### src/common/buck_seq_map.svh
// offsets, field positions, reset values and timing counts of the sequencer
`ifndef BUCK_SEQ_MAP_SVH
`define BUCK_SEQ_MAP_SVH
// register byte addresses
`define REG_CTRL 5'h00
`define REG_FAULT_CFG 5'h04
`define REG_INPUT_UNDERVOLTAGE_LOCKOUT 5'h08
`define REG_TIMING 5'h0C
`define REG_STATUS 5'h10
`define REG_COMP 5'h14
`define REG_TARGET 5'h18
`define REG_DUTY 5'h1C
// ctrl fields
`define CTRL_ENABLE 0
`define CTRL_DIODE_EMU 1
`define CTRL_SINGLE_PHASE 2
`define CTRL_EXT_CLOCK 3
`define CTRL_RESTART 4
`define CTRL_RESET 32'h0000_0004
// fault config: [1:0] input_undervoltage_lockout response, [2] ov response, [6:4] retry count
`define FCFG_RESET 32'h0000_0002
// input_undervoltage_lockout threshold in 10 mV steps
`define INPUT_UNDERVOLTAGE_LOCKOUT_MIN 12'd285
`define INPUT_UNDERVOLTAGE_LOCKOUT_MAX 12'd1600
`define INPUT_UNDERVOLTAGE_LOCKOUT_STRAP_MIN 12'd450
`define INPUT_UNDERVOLTAGE_LOCKOUT_STRAP_MAX 12'd1080
`define INPUT_UNDERVOLTAGE_LOCKOUT_RESET 12'd450
// timing: [7:0] turn-on delay, [15:8] tristate delay, [23:16] tristate off delay, [31:24] step
`define TIMING_RESET 32'h0404_0404
`define TARGET_RESET 12'h800
// overvoltage at target + 15 %: threshold = target + target*15/100
`define OV_PCT 15
`define OV_DIV 100
// fault continue delay in us, and cycles at 25 MHz
`define UV_DELAY_US 10
`define CLK_MHZ 25
`define UV_DELAY_CYC (`UV_DELAY_US * `CLK_MHZ)
`define DEAD_MIN 4'h1
`define DEAD_MAX 4'hF
`define DEAD_RESET 4'h4
`endif

### src/common/buck_seq_pkg.sv
// types shared by the sequencer
package buck_seq_pkg;
  typedef enum logic [2:0] {
    ST_OFF = 3'b000,
    ST_TRI = 3'b001,
    ST_RAMP = 3'b011,
    ST_RUN = 3'b010,
    ST_FALL = 3'b110,
    ST_TRI_OFF = 3'b111,
    ST_FAULT = 3'b101
  } seq_state_t;
  typedef enum logic [1:0] {
    UV_CONTINUE = 2'b00,
    UV_DELAY_STOP = 2'b01,
    UV_SHUTDOWN = 2'b10
  } uv_resp_t;
  typedef enum logic {
    OV_SHUTDOWN = 1'b0,
    OV_CROWBAR = 1'b1
  } ov_resp_t;
endpackage

### src/rtl/buck_fault_and_prebias_sequencer.sv
// fault response, pre-bias sequencing and gate policy of a digital buck controller
//
// The register offsets and register access over Avalon-MM were decided locally.
`timescale 1ns/1ps
`include "buck_seq_map.svh"

module buck_fault_and_prebias_sequencer
  import buck_seq_pkg::*;
(
  // clock and reset
  input wire logic clock_in,
  input wire logic rst_in,
  // avalon-mm slave
  input wire logic [4:0] avs_address_in,
  input wire logic avs_read_in,
  input wire logic avs_write_in,
  input wire logic [31:0] avs_writedata_in,
  output logic [31:0] avs_readdata_out,
  output logic avs_waitrequest_out,
  // sensed levels from converters, 10 mV steps
  input wire logic [11:0] input_voltage_in,
  input wire logic [11:0] output_sense_input_in,
  // straps: undervoltage code and compensation resistor code
  input wire logic [2:0] input_undervoltage_lockout_strap_in,
  input wire logic [4:0] compensation_strap_pin_in,
  // light-load indication and duty demand from the loop
  input wire logic light_load_in,
  input wire logic [11:0] loop_duty_in,
  // pins toward the driver
  output logic high_side_pwm_out,
  output logic high_side_pwm_oe_out,
  output logic low_side_gate_out,
  output logic driver_control_out,
  output logic power_good_out,
  // compensation preset and duty
  output logic nonlinear_response_loop_out,
  output logic [3:0] comp_preset_out,
  output logic [11:0] duty_out
);
  import buck_seq_pkg::*;

  logic [31:0] ctrl_ff, fcfg_ff, timing_ff;
  logic [11:0] input_undervoltage_lockout_ff, target_ff, duty_ff, ref_ff;
  logic strap_done_ff, rdy_ff;
  seq_state_t state_ff;
  logic [7:0] tmr_ff;
  logic [2:0] retry_ff;
  logic [15:0] uv_cnt_ff;
  logic latched_ff, crowbar_ff;
  logic [7:0] pwm_cnt_ff;
  logic [3:0] dead_ff;
  logic [11:0] prev_duty_ff;
  logic [4:0] comp_ff;
  logic pg_ff;

  logic enable, ext_clk, uv_fault, ov_fault, stop_now, diode_emu;
  uv_resp_t uv_resp;
  ov_resp_t ov_resp;
  logic [12:0] ov_thresh;
  logic [11:0] wr_input_undervoltage_lockout;
  logic [11:0] strap_input_undervoltage_lockout;
  logic [7:0] step;

  assign enable = ctrl_ff[`CTRL_ENABLE];
  assign ext_clk = ctrl_ff[`CTRL_EXT_CLOCK];
  assign diode_emu = ctrl_ff[`CTRL_DIODE_EMU] & ctrl_ff[`CTRL_SINGLE_PHASE];
  assign uv_resp = uv_resp_t'(fcfg_ff[1:0]);
  assign ov_resp = ext_clk ? OV_SHUTDOWN : ov_resp_t'(fcfg_ff[2]);
  assign step = timing_ff[31:24];
  assign uv_fault = input_voltage_in < input_undervoltage_lockout_ff;
  // target + 15 %, computed at 13 bits so no overflow at full scale
  assign ov_thresh = 13'(target_ff) + 13'((20'(target_ff) * 20'd`OV_PCT) / 20'd`OV_DIV);
  assign ov_fault = 13'(output_sense_input_in) > ov_thresh;
  // strap codes evenly spaced over the strap range, 900 mV per code
  assign strap_input_undervoltage_lockout = `INPUT_UNDERVOLTAGE_LOCKOUT_STRAP_MIN + 12'(input_undervoltage_lockout_strap_in) * 12'd90;
  assign wr_input_undervoltage_lockout = avs_writedata_in[11:0] < `INPUT_UNDERVOLTAGE_LOCKOUT_MIN ? `INPUT_UNDERVOLTAGE_LOCKOUT_MIN :
                   avs_writedata_in[11:0] > `INPUT_UNDERVOLTAGE_LOCKOUT_MAX ? `INPUT_UNDERVOLTAGE_LOCKOUT_MAX : avs_writedata_in[11:0];

  // shutdown causes; undervoltage continue never stops the output
  always_comb begin
    stop_now = 1'b0;
    if (ov_fault && ov_resp == OV_SHUTDOWN) begin
      stop_now = 1'b1;
    end
    if (uv_fault && uv_resp == UV_SHUTDOWN) begin
      stop_now = 1'b1;
    end
    if (uv_resp == UV_DELAY_STOP && uv_fault && uv_cnt_ff >= 16'(`UV_DELAY_CYC)) begin
      stop_now = 1'b1;
    end
  end

  // bus: one wait state, then answer
  assign avs_waitrequest_out = (avs_read_in | avs_write_in) & ~rdy_ff;
  always_ff @(posedge clock_in or posedge rst_in) begin
    if (rst_in) begin
      rdy_ff <= 1'b0;
    end else begin
      rdy_ff <= (avs_read_in | avs_write_in) & ~rdy_ff;
    end
  end

  always_ff @(posedge clock_in or posedge rst_in) begin
    if (rst_in) begin
      ctrl_ff <= `CTRL_RESET;
      fcfg_ff <= `FCFG_RESET;
      timing_ff <= `TIMING_RESET;
      target_ff <= `TARGET_RESET;
    end else begin
      if (avs_write_in && rdy_ff) begin
        unique case (avs_address_in)
          `REG_CTRL: ctrl_ff <= {27'h0, avs_writedata_in[4:0]};
          `REG_FAULT_CFG: fcfg_ff <= {25'h0, avs_writedata_in[6:4], 1'b0, avs_writedata_in[2:0]};
          `REG_TIMING: timing_ff <= avs_writedata_in;
          `REG_TARGET: target_ff <= avs_writedata_in[11:0];
          default: ;
        endcase
      end
      // restart is a self-clearing command
      if (ctrl_ff[`CTRL_RESTART] && !(avs_write_in && rdy_ff && avs_address_in == `REG_CTRL)) begin
        ctrl_ff[`CTRL_RESTART] <= 1'b0;
      end
    end
  end

  // threshold: strap caught once after reset, software write overrides
  always_ff @(posedge clock_in or posedge rst_in) begin
    if (rst_in) begin
      input_undervoltage_lockout_ff <= `INPUT_UNDERVOLTAGE_LOCKOUT_RESET;
      strap_done_ff <= 1'b0;
    end else if (avs_write_in && rdy_ff && avs_address_in == `REG_INPUT_UNDERVOLTAGE_LOCKOUT) begin
      input_undervoltage_lockout_ff <= wr_input_undervoltage_lockout;
      strap_done_ff <= 1'b1;
    end else if (!strap_done_ff) begin
      input_undervoltage_lockout_ff <= strap_input_undervoltage_lockout > `INPUT_UNDERVOLTAGE_LOCKOUT_STRAP_MAX ? `INPUT_UNDERVOLTAGE_LOCKOUT_STRAP_MAX : strap_input_undervoltage_lockout;
      strap_done_ff <= 1'b1;
    end
  end

  always_ff @(posedge clock_in or posedge rst_in) begin
    if (rst_in) begin
      comp_ff <= 5'h00;
    end else if (!strap_done_ff) begin
      comp_ff <= compensation_strap_pin_in;
    end
  end
  // codes 0..8 are 10k..21.5k (loop off), 9..17 are 23.7k..51.1k (loop on)
  assign nonlinear_response_loop_out = comp_ff >= 5'd9;
  assign comp_preset_out = comp_ff >= 5'd9 ? 4'(comp_ff - 5'd9) : comp_ff[3:0];

  // continue-then-stop delay counter
  always_ff @(posedge clock_in or posedge rst_in) begin
    if (rst_in) begin
      uv_cnt_ff <= 16'h0000;
    end else if (!uv_fault) begin
      uv_cnt_ff <= 16'h0000;
    end else if (uv_cnt_ff < 16'(`UV_DELAY_CYC)) begin
      uv_cnt_ff <= uv_cnt_ff + 16'h0001;
    end
  end

  // sequencer
  always_ff @(posedge clock_in or posedge rst_in) begin
    if (rst_in) begin
      state_ff <= ST_OFF;
      tmr_ff <= 8'h00;
      duty_ff <= 12'h000;
      ref_ff <= 12'h000;
      retry_ff <= 3'h0;
      latched_ff <= 1'b0;
      crowbar_ff <= 1'b0;
    end else begin
      tmr_ff <= tmr_ff + 8'h01;
      if (ctrl_ff[`CTRL_RESTART]) begin
        latched_ff <= 1'b0;
        retry_ff <= fcfg_ff[6:4];
      end
      if (ov_fault && ov_resp == OV_CROWBAR && state_ff != ST_OFF) begin
        crowbar_ff <= 1'b1;
        state_ff <= ST_FAULT;
      end else begin
        unique case (state_ff)
          ST_OFF: begin
            crowbar_ff <= 1'b0;
            if (enable && !latched_ff && !stop_now) begin
              state_ff <= ST_TRI;
              tmr_ff <= 8'h00;
              retry_ff <= fcfg_ff[6:4];
            end
          end
          ST_TRI: begin
            // sample the pre-bias ratio during the turn-on delay
            duty_ff <= output_sense_input_in;
            ref_ff <= output_sense_input_in;
            if (stop_now || !enable) begin
              state_ff <= ST_TRI_OFF;
              tmr_ff <= 8'h00;
            end else if (tmr_ff >= timing_ff[7:0]) begin
              state_ff <= ST_RAMP;
            end
          end
          ST_RAMP, ST_RUN: begin
            if (stop_now) begin
              state_ff <= ST_FAULT;
            end else if (!enable) begin
              state_ff <= ST_FALL;
              tmr_ff <= 8'h00;
            end else if (state_ff == ST_RAMP) begin
              if (target_ff - ref_ff <= 12'(step)) begin
                ref_ff <= target_ff;
                state_ff <= ST_RUN;
              end else begin
                ref_ff <= ref_ff + 12'(step);
              end
              duty_ff <= ref_ff;
            end else begin
              duty_ff <= loop_duty_in;
            end
          end
          ST_FALL: begin
            if (stop_now) begin
              state_ff <= ST_FAULT;
            end else if (ref_ff != 12'h000 && ref_ff <= 12'(step)) begin
              ref_ff <= 12'h000;
              duty_ff <= 12'h000;
              tmr_ff <= 8'h00;
            end else if (ref_ff == 12'h000) begin
              // hold at zero for the tristate delay before letting go
              if (tmr_ff >= timing_ff[15:8]) begin
                state_ff <= ST_TRI_OFF;
                tmr_ff <= 8'h00;
              end
            end else begin
              ref_ff <= ref_ff - 12'(step);
              duty_ff <= ref_ff;
            end
          end
          ST_TRI_OFF: begin
            if (tmr_ff >= timing_ff[23:16]) begin
              state_ff <= ST_OFF;
            end
          end
          ST_FAULT: begin
            duty_ff <= 12'h000;
            if (crowbar_ff) begin
              // low side stays on until software asks for a restart
              if (ctrl_ff[`CTRL_RESTART]) begin
                crowbar_ff <= 1'b0;
                state_ff <= ST_OFF;
              end
            end else if (uv_resp == UV_DELAY_STOP && uv_fault &&
                         uv_cnt_ff >= 16'(`UV_DELAY_CYC)) begin
              latched_ff <= 1'b1;
              state_ff <= ST_OFF;
            end else if (!stop_now && !(ov_fault && ov_resp == OV_CROWBAR)) begin
              if (fcfg_ff[6:4] == 3'h0) begin
                state_ff <= ST_OFF;
              end else if (retry_ff != 3'h0) begin
                retry_ff <= retry_ff - 3'h1;
                state_ff <= ST_OFF;
              end else begin
                latched_ff <= 1'b1;
                state_ff <= ST_OFF;
              end
            end
          end
          default: state_ff <= ST_OFF;
        endcase
      end
    end
  end

  // pwm carrier, 256 steps; duty uses the upper 8 bits
  always_ff @(posedge clock_in or posedge rst_in) begin
    if (rst_in) begin
      pwm_cnt_ff <= 8'h00;
    end else begin
      pwm_cnt_ff <= pwm_cnt_ff + 8'h01;
    end
  end

  // adaptive dead time: shrink while duty falls or holds, back off when it rises
  always_ff @(posedge clock_in or posedge rst_in) begin
    if (rst_in) begin
      dead_ff <= `DEAD_RESET;
      prev_duty_ff <= 12'h000;
    end else if (state_ff == ST_RUN && pwm_cnt_ff == 8'hFF) begin
      prev_duty_ff <= loop_duty_in;
      if (loop_duty_in > prev_duty_ff && dead_ff < `DEAD_MAX) begin
        dead_ff <= dead_ff + 4'h1;
      end else if (loop_duty_in <= prev_duty_ff && dead_ff > `DEAD_MIN) begin
        dead_ff <= dead_ff - 4'h1;
      end
    end
  end

  logic active, hs_on, ls_on;
  assign active = state_ff == ST_RAMP || state_ff == ST_RUN || state_ff == ST_FALL;
  always_comb begin
    hs_on = active && pwm_cnt_ff < duty_ff[11:4];
    // low side waits dead time after high side ends and stops dead time before
    ls_on = active && pwm_cnt_ff >= 8'(duty_ff[11:4] + 8'(dead_ff)) &&
            pwm_cnt_ff < 8'(8'hFF - 8'(dead_ff)) && !(diode_emu && light_load_in);
  end

  always_ff @(posedge clock_in or posedge rst_in) begin
    if (rst_in) begin
      high_side_pwm_out <= 1'b0;
      high_side_pwm_oe_out <= 1'b1;
      low_side_gate_out <= 1'b0;
      driver_control_out <= 1'b0;
      pg_ff <= 1'b0;
    end else begin
      driver_control_out <= state_ff != ST_OFF;
      if (crowbar_ff || state_ff == ST_FAULT && ov_fault && ov_resp == OV_CROWBAR) begin
        high_side_pwm_out <= 1'b0;
        high_side_pwm_oe_out <= 1'b1;
        low_side_gate_out <= 1'b1;
      end else begin
        high_side_pwm_out <= hs_on && !ls_on;
        low_side_gate_out <= ls_on && !hs_on;
        // tri-state while waiting either side of the active ramp
        high_side_pwm_oe_out <= !(state_ff == ST_TRI || state_ff == ST_TRI_OFF);
      end
      pg_ff <= state_ff == ST_RUN && !ov_fault;
    end
  end
  assign power_good_out = pg_ff && !ov_fault;

  always_ff @(posedge clock_in or posedge rst_in) begin
    if (rst_in) begin
      avs_readdata_out <= 32'h0000_0000;
    end else if (avs_read_in && !rdy_ff) begin
      unique case (avs_address_in)
        `REG_CTRL: avs_readdata_out <= ctrl_ff;
        `REG_FAULT_CFG: avs_readdata_out <= fcfg_ff;
        `REG_INPUT_UNDERVOLTAGE_LOCKOUT: avs_readdata_out <= {20'h0, input_undervoltage_lockout_ff};
        `REG_TIMING: avs_readdata_out <= timing_ff;
        `REG_STATUS: avs_readdata_out <= {16'h0, 1'b0, retry_ff, dead_ff, latched_ff,
                                           crowbar_ff, ov_fault, uv_fault, 1'b0, state_ff};
        `REG_COMP: avs_readdata_out <= {26'h0, nonlinear_response_loop_out, comp_ff};
        `REG_TARGET: avs_readdata_out <= {20'h0, target_ff};
        `REG_DUTY: avs_readdata_out <= {20'h0, duty_ff};
        default: avs_readdata_out <= 32'h0000_0000;
      endcase
    end
  end
  assign duty_out = duty_ff;
endmodule

### config.mk
export PLATFORM = sky130hd
export DESIGN_NAME = buck_fault_and_prebias_sequencer
export DESIGN_NICKNAME = d
export VERILOG_FILES = /design/src/common/buck_seq_pkg.sv /design/src/rtl/buck_fault_and_prebias_sequencer.sv
export VERILOG_INCLUDE_DIRS = /design/src /design/src/common
export SDC_FILE = /design/constraint.sdc
export NUM_CORES = 1
export LEC_CHECK = 0
export BUFFER_PORTS_ARGS = -buffer_cell sky130_fd_sc_hd__buf_2
export CAP_MARGIN = 20
export CORE_ASPECT_RATIO = 0.9
export CORE_MARGIN = 4
export CORE_UTILIZATION = 55
export DETAILED_ROUTE_END_ITERATION = 8
export PLACE_DENSITY = 0.74
export SETUP_SLACK_MARGIN = 0.1
export SLEW_MARGIN = 20
export SYNTH_ARGS = -nofsm -noshare
export SYNTH_HDL_FRONTEND = slang
export SYNTH_SLANG_ARGS = --single-unit
### constraint.sdc
create_clock -name clock_in -period 32.2 [get_ports clock_in]
set_input_delay 6.44 -clock clock_in [delete_from_list [all_inputs] [get_ports clock_in]]
set_output_delay 6.44 -clock clock_in [all_outputs]
set_load 0.005 [all_outputs]
Word level (Yosys, flattened, before mapping)
Cells that the tools add are included.

storage, ports and cells
  word-level logic and storage cells = 255
  bits in registers = 191
  input port bits = 86

cells by class
  multiplexer cells = 85
  eq/ne operators = 33
  divide/modulo/power cells = 1
  $add $sub $neg = 14
  $mul = 2
  bitwise logic cells = 6
  reduce and logical (&&, ||, !) cells = 68
  order comparisons = 20

operators with widths
  cell                                                                 count
  case mux 32 bit (8 select lines)                                     1
  two-way mux 12 bit                                                   17
  two-way mux 3 bit                                                    25
  two-way mux 8 bit                                                    9
  case mux 12 bit (4 select lines)                                     1
  case mux 12 bit (3 select lines)                                     1
  greater-or-equal comparator 8 bit                                    4
  two-way mux 16 bit                                                   2
  case mux 8 bit (4 select lines)                                      1
  logical AND 1 bit                                                    29
  <= comparator 12 x 8 -> 1 bit                                        2
  divider 16 x 7 -> 20 bit (second input constant)                     1
  equality test 5 bit (second input constant)                          4
  inequality test 4 bit (second input constant)                        5
  two-way mux 1 bit                                                    19
  case mux 3 bit (6 select lines)                                      1
  adder 16 x 1 -> 16 bit (second input constant)                       1
  adder 8 x 1 -> 8 bit (second input constant)                         2
  greater-or-equal comparator 16 x 8 -> 1 bit (second input constant)  1
  < comparator 16 x 8 -> 1 bit (second input constant)                 1
  < comparator 8 bit                                                   2
  multiplier 12 x 4 -> 16 bit (second input constant)                  1
  inequality test 5 bit (second input constant)                        3
  adder 12 x 13 -> 13 bit                                              1
  54 further kinds                                                     95

Depth between registers and ports, before layout
Gate-level depths: netlist of run 1.

  depth after elaboration = 15
  mapped depth = 62
  mapped depth without buffers = 57

Worst setup path after synthesis of run 1
No wires, ideal clock.

  path type = register to output
  start = reg target_ff[3]
  end = out power_good_out
  setup slack = 14.958 ns
  data required time = 25.760 ns
  buffers on the path = 3
  cell stages (with the launch flop) = 49
  arrival time = 10.802 ns
  cell sequence = dfrtp_1 inv_1 fa_1 fa_1 inv_1 ha_1 buf_6 a21oi_2 and2_4 a21oi_2 or4_4 and2_1 buf_6 mux2_4 or3_4 o311a_4 or4b_4 nand3_2 [13 not listed] ha_1 inv_1 fa_1 ha_1 nor2b_1 o21a_1 o21a_1 o21a_1 o21a_1 o21a_1 o21a_1 o21a_1 o21ai_0 nand2b_1 a21oi_1 nor2b_1 o21ai_0 and2_1

on the way
  longest elaborated chain between the ends = 6

ends and longest elaborated chain
  what                                   RTL line                                 source
  start, declared                        buck_fault_and_prebias_sequencer.sv:43   logic [11:0] input_undervoltage_lockout_ff, target_ff, duty_ff, ref_ff;
  start signal, assigned                 buck_fault_and_prebias_sequencer.sv:108  target_ff <= `TARGET_RESET;
  start signal, assigned                 buck_fault_and_prebias_sequencer.sv:115  `REG_TARGET: target_ff <= avs_writedata_in[11:0];
  multiplier 12 x 4 -> 16 bit (no line)  --
  divider 16 x 7 -> 20 bit (no line)     --
  adder 12 x 13 -> 13 bit *              buck_fault_and_prebias_sequencer.sv:72   assign ov_thresh = 13'(target_ff) + 13'((20'(target_ff) * 20'd`OV_PCT) / 20'd`OV_DIV);
  > comparator 12 x 13 -> 1 bit *        buck_fault_and_prebias_sequencer.sv:73   assign ov_fault = 13'(output_sense_input_in) > ov_thresh;
  logical NOT 1 bit *                    buck_fault_and_prebias_sequencer.sv:328  assign power_good_out = pg_ff && !ov_fault;
  logical AND 1 bit *                    buck_fault_and_prebias_sequencer.sv:328
  end, declared                          buck_fault_and_prebias_sequencer.sv:34   output logic power_good_out,

Every way passes the cells marked *; elsewhere a longest branch is shown, timed or not.

Worst setup path in the final report of run 1
  start = reg target_ff[10]
  end = out power_good_out

The elaborated chain is that of the path after synthesis.

==> insert_results.sql, run 1 <==
INSERT INTO impl_metrics (metric_group, metric, value, unit) VALUES
('outcome', 'status', 'complete, no violations', ''),
('floorplan', 'dieWidth', '193', 'µm'),
('cts', 'cts_inserted_buffers', '17', ''),
('setup_path', 'crit_path_end_kind', 'primary output', ''),
('cells_and_area', 'mostFrequentLayoutCells', '204 x nand2_1, 178 x dfrtp_1, 166 x a21oi_1', ''),
('cells_and_area', 'multi_input_comb_area', '11100', 'µm²'),
('route', 'routedWlPerCell', '20.2', 'µm'),
('floorplan', 'starting_density_of_the_core', '56.2', '%'),
('timing', 'timing.fmax', '51.6', 'MHz'),
('logic_synthesis', 'fraction_of_the_yosys_area_taken_by_sequential_cells', '28.3', '%'),
('logic_synthesis', 'synthesis.yosys.warnings', '0', ''),
('logic_synthesis', 'postSynthRegisterBits', '191', ''),
('setup_path', 'critPathRequiredTime', '25.76', 'ns'),
('grt', 'gr_usage_total', '29.8', '%'),
('cells_and_area', 'sequential_cell_area', '4800', 'µm²'),
('cts', 'clk_sinks', '191', ''),
('setup_path', 'worst_path_largest_cell_delay', '0.74', 'ns'),
('cells_and_area', 'fill_cells', '2716', ''),
('cells_and_area', 'mostFrequentLayoutCell', 'nand2_1', ''),
('logic_synthesis', 'ys_async_sr_fraction', '100', '%'),
('cts', 'cts_htree_levels', '4', ''),
('timing', 'relSlewSlack', '27.9', '%'),
('timing', 'clock_skew', '0.0158', 'ns'),
('cts', 'tritoncts', 'yes', ''),
('logic_synthesis', 'mappedNetlistNets', '2293', ''),
('grt', 'grt_pass1_wl', '80100', 'µm'),
('cells_and_area', 'layout.nets', '2371', ''),
('floorplan', 'coreArea', '30100', 'µm²'),
('floorplan', 'dieArea', '33600', 'µm²'),
('timing', 'rsz0062_at_grt', 'no', ''),
('route', 'detail_route.drc_violations', '0', ''),
('hold_path', 'hold_path.class', 'reg2reg', ''),
('setup_path', 'worst_path_max_delay_cell', 'a31oi_1', ''),
('timing', 'timing.final.crit_share', '60.2', '%'),
('cells_and_area', 'syn_to_final_growth', '8.58', '%'),
('setup_path', 'setup.worst_path.class', 'reg2out', ''),
('logic_synthesis', 'synth_enable_flop_cells', '0', ''),
('setup_path', 'start_kind', 'flip-flop', ''),
('route', 'drt_wl_total', '50700', 'µm'),
('floorplan', 'cell_rows', '60', ''),
('logic_synthesis', 'netlist_instances', '2015', ''),
('timing', 'finalWorstPathRequiredPeriod', '19.38', 'ns'),
('cts', 'path_clk_slew', '0.08', 'ns'),
('grt', 'grt_max_degree', '122', ''),
('cts', 'postCtsHoldBufs', '0', ''),
('grt', 'grt_antenna_before_repair', '2', ''),
('timing', 'timing_hold_violations_final', '0', ''),
('logic_synthesis', 'synth_largest_area_cell', 'dfrtp_1', ''),
('cts', 'clk-insertion-delay-late', '0.46', 'ns'),
('logic_synthesis', 'synth_area_leaders', 'dfrtp_1 26%, ha_1 12%, a21oi_1 4.9%', ''),
('timing', 'worst_slew_pin_slew', '1.07', 'ns'),
('cells_and_area', 'layout-drive-gt1-share', '13.9', '%'),
('placement', 'dp_hpwl', '39200', 'µm'),
('route', 'drtPass1Iterations', '8', ''),
('placement', 'globalplace.congestion', '0.991', ''),
('setup_path', 'timing.critical_path.arrival', '12.94', 'ns'),
('grt', 'grt_overflow', '0', ''),
('logic_synthesis', 'syn_area_per_cell', '8.40', 'µm²'),
('run', 'max_cap_violations', '0', ''),
('floorplan', 'die-height', '174', 'µm'),
('timing', 'setup_viol_count_final', '0', ''),
('logic_synthesis', 'synth_top_cell_area_share', '26.3', '%'),
('cts', 'cts_repair_resize_count', '0', ''),
('logic_synthesis', 'synth_area', '16900', 'µm²'),
('logic_synthesis', 'synth-main-ff-cell', 'dfrtp_1', ''),
('cts', 'clockBufferDepth', '2', ''),
('cells_and_area', 'diode_count', '0', ''),
('route', 'drt.antenna.violating_nets', '0', ''),
('setup_path', 'cp_max_fo', '16', ''),
('cts', 'postCtsSetupBuffers', '0', ''),
('floorplan', 'boundaryPins', '141', ''),
('route', 'post_drt_via_cell_ratio', '6.22', ''),
('grt', 'grt_pass1_vias', '14620', ''),
('placement', 'buffer_ports.inserted', '140', ''),
('timing', 'maxSlewViolCount', '0', ''),
('logic_synthesis', 'netlist-cell-type-count', '121', ''),
('setup_path', 'crit_top_cell', 'o21a_1', ''),
('route', 'drtIter0Drc', '1732', ''),
('timing', 'totalNegativeSetupSlack', '0', 'ns'),
('cts', 'cts_root_buffer', 'clkbuf_16', ''),
('route', 'routed-via-count', '15598', '');
## per-layer routing
layer / wire length [µm] / GRT usage [%]
met5: 19 / 0
met1: 22700 / 44.1
met4: 1270 / 7.90
met3: 4580 / 5.96
met2: 22100 / 44.4
## layout make-up
type | instances | area share, %
multi-input cells | 1572 | 60.4
flip-flops and latches | 191 | 26.1
repair buffers | 151 | 4.26
inverters | 160 | 3.31
well taps | 403 | 2.74
clock buffers | 18 | 2.34
clock inverters | 14 | 0.804
## worst paths after layout
check | from | endpoint | slack (ns) | cells after the start
worst max-delay path | target_ff[10] | power_good_out | 12.82 | 48
worst min-delay path | avs_readdata_out[17] | avs_readdata_out[17] | 0.48 | 2
worst max register to register | target_ff[10] | duty_out[1] | 18.00 | 54
worst min register to register | avs_readdata_out[17] | avs_readdata_out[17] | 0.48 | 2
max in group asynchronous | rst_in | tmr_ff[3] | 24.59 | 3
min in group asynchronous | rst_in | driver_control_out | 6.16 | 2
## state kept, by name, indices dropped and copies added, names as in the netlist, 4 cells and up
signal,count
avs_readdata_out,32
comp_ff,5
ctrl_ff,5
dead_ff,4
duty_out,12
fcfg_ff,6
input_undervoltage_lockout_ff,12
prev_duty_ff,12
pwm_cnt_ff,8
ref_ff,12
target_ff,12
timing_ff,32
tmr_ff,8
uv_cnt_ff,16
## worst max-delay path, delay by kind of cell (launching register included)
family | cells | cell delay [ns]
buf+inv | 5 | 0.70
flops | 1 | 0.60
compound gates | 26 | 6.15
simple gates | 10 | 2.15
fa+ha+maj | 6 | 2.46
mux | 1 | 0.42
## per-stage QoR
stage | hold WS (ns) | setup slack [ns] | utilization (%) | cells | instance area (µm²)
global route | 0.508 | 12.02 | 61.0 | 2509 | 18400
CTS | 0.485 | 12.94 | 61.0 | 2508 | 18400
floorplan | 0.454 | 14.96 | - | 2015 | 16900
detailed placement | 0.465 | 13.48 | 59.1 | 2476 | 17800
finish | 0.480 | 12.82 | 61.0 | 2509 | 18400
global placement | 0.458 | 13.65 | 59.1 | 2476 | 17800
## logic make-up after synthesis
family | share of synthesized area (%)
DFF | 28.3
xor gates and xnor gates | 4.70
buffers and inverters | 6.16
other | 0.0222
muxes | 3.10
adders and majority gates | 15.4
AOI/OAI and AO/OA | 24.1
and+or+nand+nor | 18.2
## synth_stat cells, drive strengths merged (14+ instances only)
cell type / instances
mux2: 26
nand2b: 39
a21o: 42
a22oi: 14
and2: 21
nor3: 33
nand3b: 15
nand2: 205
a21oi: 174
xor2: 33
clkbuf: 68
a31oi: 22
nand4: 16
mux2i: 17
nor2b: 25
nor4: 15
inv: 159
a211oi: 21
ha: 165
fa: 27
o21ai: 170
nor2: 149
nand3: 54
buf: 22
o21a: 20
dfrtp: 178
xnor2: 57
Power of run 1 is not shown: default switching activity piles up to over one toggle a cycle in this logic, so the estimate is an artifact.
==> inputs of run 2 (changes only) <==
PLACE_DENSITY = 0.77   (was 0.74)
clock period = 15.9 ns   (was 32.2 ns; I/O delays follow)
==> insert_results.sql, run 2 (synthesis results as in run 1) <==
INSERT INTO impl_metrics (metric_group, metric, value, unit) VALUES
('setup_path', 'setup.worst_path.class', 'reg2out', ''),
('outcome', 'status', 'complete, no violations', ''),
('cells_and_area', 'mostFrequentLayoutCell', 'nand2_1', ''),
('cts', 'postCtsHoldBufs', '0', ''),
('cells_and_area', 'layout.core_utilization', '62.4', '%'),
('setup_path', 'worst_path_largest_cell_delay', '0.53', 'ns'),
('floorplan', 'dieWidth', '193', 'µm'),
('cells_and_area', 'diode_count', '0', ''),
('floorplan', 'coreArea', '30100', 'µm²'),
('hold_path', 'hold_path.class', 'reg2reg', ''),
('setup_path', 'start_kind', 'flip-flop', ''),
('cts', 'cts_htree_levels', '4', ''),
('setup_path', 'worst_path_max_delay_cell', 'or4_4', ''),
('setup_path', 'critPathRequiredTime', '12.72', 'ns'),
('route', 'routed-via-count', '15807', ''),
('cts', 'tritoncts', 'yes', ''),
('grt', 'met2_track_demand_over_resource', '45.3', '%'),
('timing', 'timing.final.crit_share', '95.5', '%'),
('timing', 'timing_hold_violations_final', '0', ''),
('cells_and_area', 'syn_to_final_growth', '11.1', '%'),
('grt', 'global_route.usage.met3', '5.02', '%'),
('grt', 'grt_pass1_vias', '14745', ''),
('timing', 'rsz0062_at_grt', 'no', ''),
('timing', 'maxSlewViolCount', '0', ''),
('placement', 'globalplace.congestion', '0.986', ''),
('cells_and_area', 'layout.nets', '2400', ''),
('cells_and_area', 'mostFrequentLayoutCells', '202 x nand2_1, 169 x dfrtp_1, 165 x a21oi_1', ''),
('cts', 'path_clk_slew', '0.09', 'ns'),
('cts', 'clk_sinks', '191', ''),
('setup_path', 'timing.critical_path.arrival', '12.00', 'ns'),
('cts', 'clockBufferDepth', '2', ''),
('cells_and_area', 'reg_top3', 'avs_readdata_out: 32 flops, timing_ff: 32 flops, uv_cnt_ff: 16 flops', ''),
('run', 'max_cap_violations', '0', ''),
('route', 'drtPass1Iterations', '7', ''),
('placement', 'buffer_ports.inserted', '140', ''),
('floorplan', 'starting_density_of_the_core', '56.2', '%'),
('route', 'detail_route.drc_violations', '0', ''),
('grt', 'grt.busiest_layer', 'met2', ''),
('route', 'post_drt_via_cell_ratio', '6.23', ''),
('floorplan', 'boundaryPins', '141', ''),
('timing', 'relSlewSlack', '29.6', '%'),
('timing', 'finalHoldWorstSlack', '0.482', 'ns'),
('grt', 'grt_pass1_wl', '80400', 'µm'),
('setup_path', 'crit_top_cell', 'o21a_1', ''),
('route', 'drt.antenna.violating_nets', '0', ''),
('cells_and_area', 'layout-drive-gt1-share', '17.1', '%'),
('grt', 'grtUsageMet1', '44.3', '%'),
('timing', 'timing.fmax', '65.9', 'MHz'),
('grt', 'grt_overflow', '0', ''),
('setup_path', 'crit_path_end_kind', 'primary output', ''),
('floorplan', 'die-height', '174', 'µm'),
('timing', 'setup_viol_count_final', '0', ''),
('cts', 'clk-insertion-delay-late', '0.46', 'ns'),
('floorplan', 'cell_rows', '60', ''),
('timing', 'worst_slew_pin_slew', '1.06', 'ns'),
('cts', 'cts_root_buffer', 'clkbuf_16', ''),
('grt', 'grt_max_degree', '132', ''),
('timing', 'totalNegativeSetupSlack', '0', 'ns'),
('cts', 'cts_inserted_buffers', '17', ''),
('route', 'routedWlPerCell', '20.2', 'µm'),
('grt', 'grt_antenna_before_repair', '1', ''),
('route', 'drt_wl_total', '51300', 'µm'),
('grt', 'gr_usage_total', '29.8', '%'),
('setup_path', 'cp_max_fo', '16', ''),
('route', 'drtIter0Drc', '1959', ''),
('placement', 'dp_hpwl', '39300', 'µm'),
('timing', 'clock_skew', '0.0174', 'ns'),
('timing', 'finalWorstPathRequiredPeriod', '15.18', 'ns'),
('floorplan', 'dieArea', '33600', 'µm²');
[run 2: cell types whose count changed in the layout (fill, tap and decap cells not counted), moves of 9 or more]
cell | before | now
dfrtp_2 | 0 | 9
buf_4 | 10 | 40
dfrtp_1 | 178 | 169
inv_1 | 158 | 149
[run 2: timing repair]
action / 4_1_cts / 5_1_grt
hold endpoints to repair: 0 / 0
gates resized for setup: 0 / 54
buffers inserted: 0 / 29
endpoints found under the setup margin: 0 / 1
[run 2: final cells by class]
class | instances | area [µm²]
Fill cell | 2554 | 11300
Multi-Input combinational cell | 1572 | 11300
Sequential cell | 191 | 4810
Timing Repair Buffer | 180 | 1000
Inverter | 160 | 623
Tap cell | 403 | 504
Clock buffer | 18 | 439
Clock inverter | 14 | 164
[run 2: per-layer routing]
metal,vias to the layer above,part of all wire (%)
met5,-,0.027
met4,2,2.1
met3,84,9.4
met2,771,44
met1,7539,44
li1,7411,-
[run 2: through the flow]
stage / cells / cell area, µm² / worst slack, ns
finish: 2538 / 18800 / 0.722
global placement: 2477 / 17800 / 0.807
detailed placement: 2477 / 17800 / 0.607
floorplan: 2015 / 16900 / 1.92
CTS: 2509 / 18400 / 0.100
global route: 2538 / 18800 / 0.0320
[run 2: path summary, 6_finish.rpt]
kind                                           start                   end  slack (ns)  cells past startpoint
worst max register to register         target_ff[10]           duty_out[2]        2.61                     54
worst min register to register  avs_readdata_out[16]  avs_readdata_out[16]        0.48                      2
min in group asynchronous                     rst_in         pwm_cnt_ff[0]        2.93                      2
worst min-delay path            avs_readdata_out[16]  avs_readdata_out[16]        0.48                      2
worst max-delay path                   target_ff[10]        power_good_out        0.72                     48
max in group asynchronous                     rst_in         target_ff[10]       11.55                      3
[run 2: critical path: cells and delay by family, from the launching register on]
family          cells  cell delay, ns
simple gates       12            2.38
buf+inv             5            0.57
mux                 1            0.31
xor+xnor            1            0.31
flops               1            0.52
compound gates     23            5.16
fa+ha+maj           6            2.31
Power of run 2 is left out for the same reason.
